===== config.mk =====
export PLATFORM = sky130hd
export DESIGN_NAME = nva_regs
export DESIGN_NICKNAME = d
export VERILOG_FILES = /design/src/core/nva_regs.v
export VERILOG_INCLUDE_DIRS = /design/src /design/src/core
export SDC_FILE = /design/constraint.sdc
export NUM_CORES = 1
export LEC_CHECK = 0
export BUFFER_PORTS_ARGS = -buffer_cell sky130_fd_sc_hd__buf_2
export CORE_ASPECT_RATIO = 1.4
export CORE_MARGIN = 5
export CORE_UTILIZATION = 60
export CTS_CLUSTER_SIZE = 24
export DETAILED_ROUTE_END_ITERATION = 10
export PLACE_DENSITY = 0.83
export SETUP_SLACK_MARGIN = 0.1
export SLEW_MARGIN = 10
export SYNTH_ARGS = -nofsm -noshare
export SYNTH_HDL_FRONTEND = slang
export SYNTH_SLANG_ARGS = --single-unit

===== constraint.sdc =====
create_clock -name sys_clk_i -period 8.02 [get_ports sys_clk_i]
set_clock_uncertainty 0.2 [all_clocks]
set_input_delay 0.802 -clock sys_clk_i [delete_from_list [all_inputs] [get_ports sys_clk_i]]
set_output_delay 0.802 -clock sys_clk_i [all_outputs]
set_load 0.005 [all_outputs]

===== src/core/nva_consts.vh =====
// Constants for the byte non-volatile memory access register block
`ifndef NVA_CONSTS_VH
`define NVA_CONSTS_VH

// I/O space layout
`define NVA_IO_LAST 8'h3f
`define NVA_BIT_LAST 8'h1f
`define NVA_DS_OFFSET 8'h20
`define NVA_DS_LAST 8'h5f

// Register offsets in I/O space
`define NVA_OFS_CONTROL 8'h1c
`define NVA_OFS_DATA 8'h1d
`define NVA_OFS_PTR_LOW 8'h1e
`define NVA_OFS_PTR_HIGH 8'h1f

// Control register field positions
`define NVA_CTL_READ 0
`define NVA_CTL_TRIG 1
`define NVA_CTL_ARM 2
`define NVA_CTL_RIE 3
`define NVA_CTL_ACT_LO 4
`define NVA_CTL_ACT_HI 5

// Action select encodings
`define NVA_ACT_ATOMIC 2'b00
`define NVA_ACT_ERASE 2'b01
`define NVA_ACT_WRITE 2'b10
`define NVA_ACT_RSVD 2'b11

// Reset values
`define NVA_RST_ACT 2'b00
`define NVA_RST_DATA 8'h00

// Timing, times in microseconds, clock in MHz
`define NVA_CLK_MHZ 100
`define NVA_ATOMIC_US 3400
`define NVA_SPLIT_US 1800
`define NVA_ARM_CYC 3'h4
`define NVA_PROG_STALL_CYC 3'h2
`define NVA_READ_STALL_CYC 3'h4

`endif


===== src/core/nva_regs.v =====
// Register interface and programming sequencer for the byte non-volatile store
//
// Overview of operation
// Bit set, clear, test on 0x00-0x1F only
// I/O ports 0x00-0x3F; data space adds 0x20
// Bit operations leave other flags untouched
// Reserved bits read zero; software writes zero
// Nine-bit pointer, high bit plus low byte
// Pointer undefined after reset; software loads it
// Data buffer feeds writes, captures read bytes
// Action select: atomic, erase, write, reserved
// Action select frozen while programming runs
// Reset clears action select unless busy
// Ready interrupt while enabled, global on, idle
// Arm bit self-clears four cycles later
// Trigger starts action only while armed
// Trigger stays set for programming time
// Trigger start stalls core two cycles
// Read strobe fetches byte, stalls four cycles
// No reads or pointer changes while busy
// Software polls trigger before reading
// Software never writes reserved addresses
// Reset does not abort running programming
// Write-only targets must be pre-erased
// Busy timer loaded per action, clears trigger
`timescale 1ns/1ps
`include "nva_consts.vh"

module nva_regs #(
    parameter ATOMIC_CYC = `NVA_ATOMIC_US * `NVA_CLK_MHZ,
    parameter SPLIT_CYC = `NVA_SPLIT_US * `NVA_CLK_MHZ,
    parameter TMR_W = 20,
    parameter PTR_W = 9
) (
    // Clock and reset
    input wire sys_clk_i,
    input wire resetn_i,
    // Core register access
    input wire [7:0] addr_i,
    input wire io_space_i,
    input wire wr_i,
    input wire rd_i,
    input wire [7:0] wdata_i,
    output wire [7:0] rdata_o,
    // Core single-bit operations
    input wire bit_set_i,
    input wire bit_clr_i,
    input wire bit_test_i,
    input wire [2:0] bit_sel_i,
    output wire bit_val_o,
    // Core control
    input wire gie_i,
    output wire cpu_stall_o,
    output wire irq_o,
    // Storage array
    input wire [7:0] nvm_rdata_i,
    output wire [PTR_W-1:0] nvm_addr_o,
    output wire [7:0] nvm_wdata_o,
    output wire nvm_erase_o,
    output wire nvm_write_o,
    output wire nvm_rd_o
);

    localparam [TMR_W-1:0] ATOMIC_LOAD = ATOMIC_CYC[TMR_W-1:0];
    localparam [TMR_W-1:0] SPLIT_LOAD = SPLIT_CYC[TMR_W-1:0];
    localparam [TMR_W-1:0] TMR_ZERO = {TMR_W{1'b0}};

    // Address decode
    reg [7:0] io_addr;
    reg addr_ok;
    reg bit_ok;
    reg [7:0] bit_mask;
    reg [7:0] wmask;
    reg [7:0] wval;
    reg any_wr;
    reg sel_ctl;
    reg sel_data;
    reg sel_plo;
    reg sel_phi;

    // State
    reg [1:0] act_q;
    reg [1:0] act_d;
    reg rie_q;
    reg rie_d;
    reg [2:0] arm_cnt_q;
    reg [2:0] arm_cnt_d;
    reg busy_q;
    reg busy_d;
    reg [TMR_W-1:0] tmr_q;
    reg [TMR_W-1:0] tmr_d;
    reg [7:0] data_q;
    reg [7:0] data_d;
    reg [PTR_W-1:0] ptr_q;
    reg [PTR_W-1:0] ptr_d;
    reg [2:0] stall_cnt_q;
    reg [2:0] stall_cnt_d;
    reg erase_q;
    reg erase_d;
    reg write_q;
    reg write_d;
    reg [7:0] wbuf_q;
    reg [7:0] wbuf_d;
    reg rd_pulse_q;
    reg rd_pulse_d;
    reg [7:0] rdata_q;
    reg bit_val_q;
    reg stall_q;
    reg irq_q;
    reg [PTR_W-1:0] addr_q;

    // Register images
    reg [7:0] ctl_view;
    reg [7:0] cur_view;
    reg start;
    reg fetch;

    always @* begin
        // Data-space addresses map down onto I/O addresses
        io_addr = io_space_i ? addr_i : (addr_i - `NVA_DS_OFFSET);
        addr_ok = io_space_i ? (addr_i <= `NVA_IO_LAST)
                             : (addr_i >= `NVA_DS_OFFSET && addr_i <= `NVA_DS_LAST);
        bit_ok = io_space_i && (addr_i <= `NVA_BIT_LAST);
        sel_ctl = addr_ok && (io_addr == `NVA_OFS_CONTROL);
        sel_data = addr_ok && (io_addr == `NVA_OFS_DATA);
        sel_plo = addr_ok && (io_addr == `NVA_OFS_PTR_LOW);
        sel_phi = addr_ok && (io_addr == `NVA_OFS_PTR_HIGH);
        bit_mask = 8'h01 << bit_sel_i;
        // Bit operations touch only the addressed bit
        if (wr_i) begin
            wmask = 8'hff;
            wval = wdata_i;
            any_wr = 1'b1;
        end else if ((bit_set_i || bit_clr_i) && bit_ok) begin
            wmask = bit_mask;
            wval = bit_set_i ? bit_mask : 8'h00;
            any_wr = 1'b1;
        end else begin
            wmask = 8'h00;
            wval = 8'h00;
            any_wr = 1'b0;
        end
    end

    always @* begin
        // Read strobe always reads back as zero
        ctl_view = 8'h00;
        ctl_view[`NVA_CTL_ACT_HI:`NVA_CTL_ACT_LO] = act_q;
        ctl_view[`NVA_CTL_RIE] = rie_q;
        ctl_view[`NVA_CTL_ARM] = (arm_cnt_q != 3'h0);
        ctl_view[`NVA_CTL_TRIG] = busy_q;
        cur_view = 8'h00;
        if (sel_ctl) begin
            cur_view = ctl_view;
        end else if (sel_data) begin
            cur_view = data_q;
        end else if (sel_plo) begin
            cur_view = ptr_q[7:0];
        end else if (sel_phi) begin
            cur_view = {7'h00, ptr_q[PTR_W-1]};
        end
    end

    always @* begin
        act_d = act_q;
        rie_d = rie_q;
        arm_cnt_d = (arm_cnt_q != 3'h0) ? arm_cnt_q - 3'h1 : 3'h0;
        busy_d = busy_q;
        tmr_d = tmr_q;
        data_d = data_q;
        ptr_d = ptr_q;
        stall_cnt_d = (stall_cnt_q != 3'h0) ? stall_cnt_q - 3'h1 : 3'h0;
        erase_d = erase_q;
        write_d = write_q;
        wbuf_d = wbuf_q;
        rd_pulse_d = 1'b0;
        start = 1'b0;
        fetch = 1'b0;

        // Busy timer runs down; expiry ends the operation
        if (busy_q) begin
            if (tmr_q == TMR_ZERO || tmr_q == {{(TMR_W-1){1'b0}}, 1'b1}) begin
                busy_d = 1'b0;
                tmr_d = TMR_ZERO;
                erase_d = 1'b0;
                write_d = 1'b0;
            end else begin
                tmr_d = tmr_q - {{(TMR_W-1){1'b0}}, 1'b1};
            end
        end

        if (any_wr && sel_ctl) begin
            if (wmask[`NVA_CTL_RIE]) begin
                rie_d = wval[`NVA_CTL_RIE];
            end
            // Mode bits cannot change under a running operation
            if (!busy_q) begin
                if (wmask[`NVA_CTL_ACT_LO]) begin
                    act_d[0] = wval[`NVA_CTL_ACT_LO];
                end
                if (wmask[`NVA_CTL_ACT_HI]) begin
                    act_d[1] = wval[`NVA_CTL_ACT_HI];
                end
            end
            // Arm window restarts on every written one except in a write that starts an operation
            if (wmask[`NVA_CTL_ARM] && wval[`NVA_CTL_ARM]) begin
                arm_cnt_d = `NVA_ARM_CYC;
            end
            // Trigger only counts inside the arm window
            if (wmask[`NVA_CTL_TRIG] && wval[`NVA_CTL_TRIG] && !busy_q
                    && arm_cnt_q != 3'h0 && act_q != `NVA_ACT_RSVD) begin
                start = 1'b1;
            end
            // Reads refused while programming runs
            if (wmask[`NVA_CTL_READ] && wval[`NVA_CTL_READ] && !busy_q) begin
                fetch = 1'b1;
            end
        end

        if (start) begin
            busy_d = 1'b1;
            tmr_d = (act_q == `NVA_ACT_ATOMIC) ? ATOMIC_LOAD : SPLIT_LOAD;
            erase_d = (act_q != `NVA_ACT_WRITE);
            write_d = (act_q != `NVA_ACT_ERASE);
            wbuf_d = data_q;
            // One arming buys one operation
            arm_cnt_d = 3'h0;
            stall_cnt_d = `NVA_PROG_STALL_CYC;
        end

        if (any_wr && sel_data) begin
            data_d = (data_q & ~wmask) | (wval & wmask);
        end
        if (fetch) begin
            data_d = nvm_rdata_i;
            rd_pulse_d = 1'b1;
            stall_cnt_d = `NVA_READ_STALL_CYC;
        end

        // Pointer locked while programming runs
        if (any_wr && !busy_q) begin
            if (sel_plo) begin
                ptr_d[7:0] = (ptr_q[7:0] & ~wmask) | (wval & wmask);
            end
            if (sel_phi && wmask[0]) begin
                ptr_d[PTR_W-1] = wval[0];
            end
        end
    end

    // Pointer carries no reset value; software must load it first
    always @(posedge sys_clk_i) begin
        ptr_q <= ptr_d;
    end

    // A running operation survives reset to completion
    // Unknown busy at power-up takes the reset branch, so it settles idle
    always @(posedge sys_clk_i) begin
        if (resetn_i || busy_q) begin
            act_q <= act_d;
            busy_q <= busy_d;
            tmr_q <= tmr_d;
            erase_q <= erase_d;
            write_q <= write_d;
            wbuf_q <= wbuf_d;
        end else begin
            act_q <= `NVA_RST_ACT;
            busy_q <= 1'b0;
            tmr_q <= TMR_ZERO;
            erase_q <= 1'b0;
            write_q <= 1'b0;
            wbuf_q <= `NVA_RST_DATA;
        end
    end

    always @(posedge sys_clk_i) begin
        if (!resetn_i) begin
            rie_q <= 1'b0;
            arm_cnt_q <= 3'h0;
            data_q <= `NVA_RST_DATA;
            stall_cnt_q <= 3'h0;
            rd_pulse_q <= 1'b0;
            addr_q <= ptr_q;
        end else begin
            rie_q <= rie_d;
            arm_cnt_q <= arm_cnt_d;
            data_q <= data_d;
            stall_cnt_q <= stall_cnt_d;
            rd_pulse_q <= rd_pulse_d;
            addr_q <= ptr_d;
        end
    end

    // Core-facing outputs straight from flops; read data, bit value and stall idle at zero
    always @(posedge sys_clk_i) begin
        if (!resetn_i) begin
            rdata_q <= 8'h00;
            bit_val_q <= 1'b0;
            stall_q <= 1'b0;
            irq_q <= 1'b0;
        end else begin
            rdata_q <= rd_i ? cur_view : 8'h00;
            // Bit test is meaningful only in the low bit-addressable range
            bit_val_q <= (bit_test_i && bit_ok) ? cur_view[bit_sel_i] : 1'b0;
            stall_q <= (stall_cnt_d != 3'h0);
            irq_q <= rie_d && gie_i && !busy_d;
        end
    end

    assign rdata_o = rdata_q;
    assign bit_val_o = bit_val_q;
    assign cpu_stall_o = stall_q;
    assign irq_o = irq_q;
    assign nvm_addr_o = addr_q;
    assign nvm_wdata_o = wbuf_q;
    assign nvm_erase_o = erase_q;
    assign nvm_write_o = write_q;
    assign nvm_rd_o = rd_pulse_q;

endmodule // nva_regs


**Word-level counts from Yosys, hierarchy flattened**

Cells that the tools add are included.

- Input port bits: 36
- Latch bits: 0
- Register bits: 78
- Word-level logic and storage cells: 129
- Output and inout bits: 31
- Memories kept: 0
- ROM bits: 0
- Bits in writable memories: 0

- Reduce and logical (&&, ||, !) cells: 40
- Shift-type cells: 1
- Magnitude comparators: 5
- $add $sub $neg: 4
- Bitwise operators: 8
- Eq/ne operators: 8
- Multipliers: 0
- Multiplexer cells: 45
- Divide/modulo/power cells: 0

Operators by type and width:

| operator | count |
|---|---|
| $mux W8 | 12 |
| $mux W20 | 3 |
| $eq A8 B5 Y1 const B | 4 |
| $and A8 B8 Y8 | 3 |
| $logic_and A1 B1 Y1 | 21 |
| $eq A20 B1 Y1 const B | 1 |
| $logic_not A20 Y1 | 1 |
| $mux W1 | 20 |
| $sub A20 B1 Y20 const B | 1 |
| $mux W19 | 1 |
| $mux W3 | 6 |
| $mux W9 | 2 |
| $or A8 B8 Y8 | 2 |
| $reduce_bool A3 Y1 | 3 |
| $ge A8 B6 Y1 const B | 1 |
| $le A8 B5 Y1 const B | 1 |
| $le A8 B6 Y1 const B | 1 |
| $le A8 B7 Y1 const B | 1 |
| $not A8 Y8 | 1 |
| $shl A1 B3 Y8 const A | 1 |
| $sub A8 B6 Y8 const B | 1 |
| $reduce_and A2 Y1 | 3 |
| $reduce_and A3 Y1 | 2 |
| $reduce_bool A2 Y1 | 3 |
| other kinds (10) | 16 |

**Depth between registers and ports, before layout**

- Word-level depth: 14
- Depth in mapped cells: 10

**Worst setup path after synthesis**

OpenSTA, ideal clock, no wires.

- Kind: input-to-reg
- Start: input port addr_i[5]
- End: register addr_q[5], in the netlist nvm_addr_o[5]
- Path slack: 5.130 ns
- Path buffers: 1
- Cell stages on the path: 9
- Arrival time: 2.560 ns
- Required time: 7.690 ns
- Cell sequence: inv_1 > ha_1 > nor4bb_1 > o2111a_1 > nand4_1 > or2_2 > clkbuf_1 > o21ai_0 > o21ai_0

- Longest elaborated chain between the ends: 11
- Elaborated cells between the ends (all ways): 26

RTL lines:

| item | line | RTL |
|---|---|---|
| from (decl) | nva_regs.v:39 | `input wire [7:0] addr_i,` |
| $le A8 B5 Y1 (no line) | n/a |  |
| $logic_and A1 B1 Y1 | nva_regs.v:123 | `` bit_ok = io_space_i && (addr_i <= `NVA_BIT_LAST); `` |
| $logic_and A1 B1 Y1 | nva_regs.v:134 | `end else if ((bit_set_i \|\| bit_clr_i) && bit_ok) begin` |
| $mux W8 | nva_regs.v:134 |  |
| $mux W8 | nva_regs.v:130 | `if (wr_i) begin` |
| $not A8 Y8 | nva_regs.v:243 | `ptr_d[7:0] = (ptr_q[7:0] & ~wmask) \| (wval & wmask);` |
| $and A8 B8 Y8 | nva_regs.v:243 |  |
| $or A8 B8 Y8 | nva_regs.v:243 |  |
| $mux W8 | nva_regs.v:242 | `if (sel_plo) begin` |
| $mux W9 (*) | nva_regs.v:241 | `if (any_wr && !busy_q) begin` |
| $mux W9 (*) | nva_regs.v:277 | `if (!resetn_i) begin` |
| to (signal assigned) | nva_regs.v:283 | `addr_q <= ptr_q;` |
| to (signal assigned) | nva_regs.v:290 | `addr_q <= ptr_d;` |
| to (decl) | nva_regs.v:110 | `reg [PTR_W-1:0] addr_q;` |

Mark *: on every way between the ends. The rest lies on a longest branch, timed or not.
A chain may end at the register's enable or synchronous reset.

**Final worst setup path**

- Start: input port addr_i[6]
- End: register wbuf_q[4], in the netlist nvm_wdata_o[4]

- Longest elaborated chain between the ends: 11
- Elaborated cells between the ends (all ways): 25

RTL lines:

| item | line | RTL |
|---|---|---|
| $le A8 B5 Y1 (no line) | n/a |  |
| $logic_and A1 B1 Y1 | nva_regs.v:123 |  |
| $logic_and A1 B1 Y1 | nva_regs.v:134 |  |
| $mux W8 | nva_regs.v:134 |  |
| $mux W8 | nva_regs.v:130 |  |
| $logic_and A1 B1 Y1 (3 in series) | nva_regs.v:210 | `` if (wmask[`NVA_CTL_TRIG] && wval[`NVA_CTL_TRIG] && !busy_q `` |
| $logic_and A1 B1 Y1 (no line) | n/a |  |
| $mux W1 | nva_regs.v:210 |  |
| $mux W1 (*) | nva_regs.v:192 | `if (any_wr && sel_ctl) begin` |
| to (signal assigned) | nva_regs.v:265 | `wbuf_q <= wbuf_d;` |
| to (signal assigned) | nva_regs.v:272 | `` wbuf_q <= `NVA_RST_DATA; `` |
| to (decl) | nva_regs.v:102 | `reg [7:0] wbuf_q;` |

Marks and branches as above.

==> results.tsv <==
metric	value	unit
synth-main-ff-cell	dfxtp_1	
wl	11300	µm
synth-compound-area-share	0.241	
row_count	34	
post_cts.repair.setup_buffers	0	
worstPathArrival	3.82	ns
path_class	input pin to flop	
cts_tree	yes	
min_period	3.74	ns
critPathCaptureType	flop	
ys_seq_area_frac	0.404	
cts_buffers	9	
r2r-start	tmr_q[13]	
overflow	0	
met2_usage	0.497	
status	finished, final reports clean	
nNetsFinal	565	
use_met3	0.0577	
final_area	4360	µm²
rsz0062_at_grt	no	
ys_top_cells_by_count	dfxtp_1 (78), nor2_1 (54), o21ai_0 (50), nand2_1 (45), a21oi_1 (31)	
min_delay_path_depth	2	
muxShareOfSynthArea	0.0414	
netlist_instances	469	
grt_max_degree	25	
hold_violations	0	
grt_antenna_before_repair	0	
synth.most_common_cell	dfxtp_1	
timing.fmax	267	MHz
seq_area	1560	µm²
grt.total_usage	0.271	
cts_buffer_depth	2	
whs	0.251	ns
gp_congestion	0.946	
grt-busiest-layer	met2	
final_antenna_net_count	0	
synth_fp_nets	511	
drtIter0Drc	357	
dieArea	8170	µm²
synth_fa_ha_area_frac	0.0194	
finalSetupTns	0	ns
slew_headroom	0.198	
wl_per_cell	18.8	µm
synth_top_area_frac	0.404	
grt_pass1_wl	17800	µm
vias	3834	
dp.final_hpwl	8460	µm
cts-hold-fix-buffers	0	
multi_input_area	2150	µm²
crit_fanout	12	
ir_drop	0.0926	mV
cp-start-kind	input pin	
path_clk_slew	0.08	ns
synth_warnings	0	
ys_async_sr_fraction	0	
r2r.worst_path.cells	5	
fin_util	0.698	
place_ws	4.02	ns
ff2ff_setup_slack	4.75	ns
synthSimpleGateAreaFrac	0.237	
die_w	77.9	µm
drive_gt1_frac	0.188	
synth_cell_types	64	
setup_slack	4.28	ns
synth_edf_count	0	
areaGrowthSynthToFinish	12.8	%
worst_slew_pin_slew	1.19	ns
post_cts_resized	0	
synth_area_per_cell	8.25	µm²
clk_latency	0.35	ns
synth_seq_cells	78	
fillers	532	
cts_root_buf	clkbuf_8	
io_pins	67	
synth_top_family_by_area	compound AO/OA/AOI/OAI gates	
dr.pass1.iters	6	
power_density	161	nW/µm²
critPathLaunch	addr_i[6]	
hold_path.class	flop to flop	
worstHoldEndpoint	nvm_wdata_o[0]	
grt_pass1_vias	3610	
slew_viol_final	0	
clock-sinks	78	
setup_viol	0	
r2r-end	tmr_q[9]	
synth_xor_area_frac	0.0181	
antenna_cells	0	
p_leak	0.00175	µW
io_buffers	66	
cap_violations	0	
viasPerCell	6.39	
synth.area.top_cells	dfxtp_1 (40%), o21ai_0 (6.5%), nor2_1 (5.2%)	
core-area	6250	µm²
syn_area	3870	µm²
required	8.10	ns
htreeDepth	3	
fin_crit_sh	0.466	
drc	0	
grt_use_met1	0.288	
holdCritStartpoint	nvm_wdata_o[0]	
start_util	0.618	
yosysTopAreaCell	dfxtp_1	
fp.dieH	105	µm
dpl_cell_area	4180	µm²
## power breakdown
part / switching, µW / total (µW) / leakage [µW] / internal (µW)
Clock: 156 / 273 / 0.0000881 / 117
Sequential: 0.961 / 388 / 0.000629 / 387
Combinational: 25.9 / 40.1 / 0.00103 / 14.1
Total: 183 / 701 / 0.00175 / 518
## cell families after synthesis
family / after synthesis
flops: 78
mux: 13
compound gates: 144
fa+ha+maj: 6
xor+xnor: 8
buf+inv: 35
simple gates: 185
## layout make-up
class,instances,share of cell area
Multi-Input combinational cell,356,0.494
Tap cell,72,0.0206
Timing Repair Buffer,66,0.0757
Clock buffer,9,0.0284
Inverter,12,0.0103
Sequential cell,78,0.358
Clock inverter,7,0.0132
## stage by stage
stage | total power (µW) | cells
after detailed placement | 436 | 584
final | 701 | 600
after floorplan | 419 | 469
after global placement | 436 | 584
after global routing | 728 | 600
after CTS | 703 | 600
## layer usage
metal  routed length [µm]  vias to the layer above
li1                     -                     1827
met1                 4200                     1801
met2                 6090                      169
met3                  671                       37
met4                  339                        0
met5                    0                        -
## cells in the final DEF (no fill, tap or decap), drive strengths merged, types with 3 or more instances in the layout
cell / netlist / routed
buf: 6 / 66
a311oi: 3 / 3
a31oi: 8 / 8
ha: 6 / 6
xnor2: 6 / 6
nand4: 3 / 3
nor4: 11 / 11
o21a: 5 / 5
and2: 3 / 3
nor3: 15 / 15
or3: 5 / 5
and3: 3 / 3
o31a: 3 / 3
o41ai: 5 / 5
mux2: 4 / 4
inv: 12 / 15
nand2: 45 / 45
a211oi: 4 / 4
nor2: 54 / 54
nor2b: 10 / 10
a22oi: 7 / 7
dfxtp: 78 / 78
or4: 4 / 4
nand3: 18 / 18
clkbuf: 17 / 9
a21oi: 32 / 32
o211ai: 3 / 3
o31ai: 7 / 7
o21ai: 51 / 51
mux2i: 7 / 7
## worst max-delay path by stage
stage,slack (ns),to,cells past startpoint
6_report,4.28,nvm_wdata_o[4],7
5_1_grt,4.05,nvm_wdata_o[4],7
4_1_cts,4.38,nvm_wdata_o[4],7
3_5_place_dp,4.02,nvm_wdata_o[4],7
3_3_place_gp,4.14,nvm_wdata_o[0],7
2_1_floorplan,5.13,nvm_addr_o[5],9
## worst max-delay path: stages
cell and delay, ns:
buf_2 0.12, nor4b_1 0.70, a41o_1 0.35, nand4b_1 0.44
nor3_1 1.07, nand2_1 0.14, a21oi_1 0.18
Note: power is estimated with default switching activity, not from simulation.
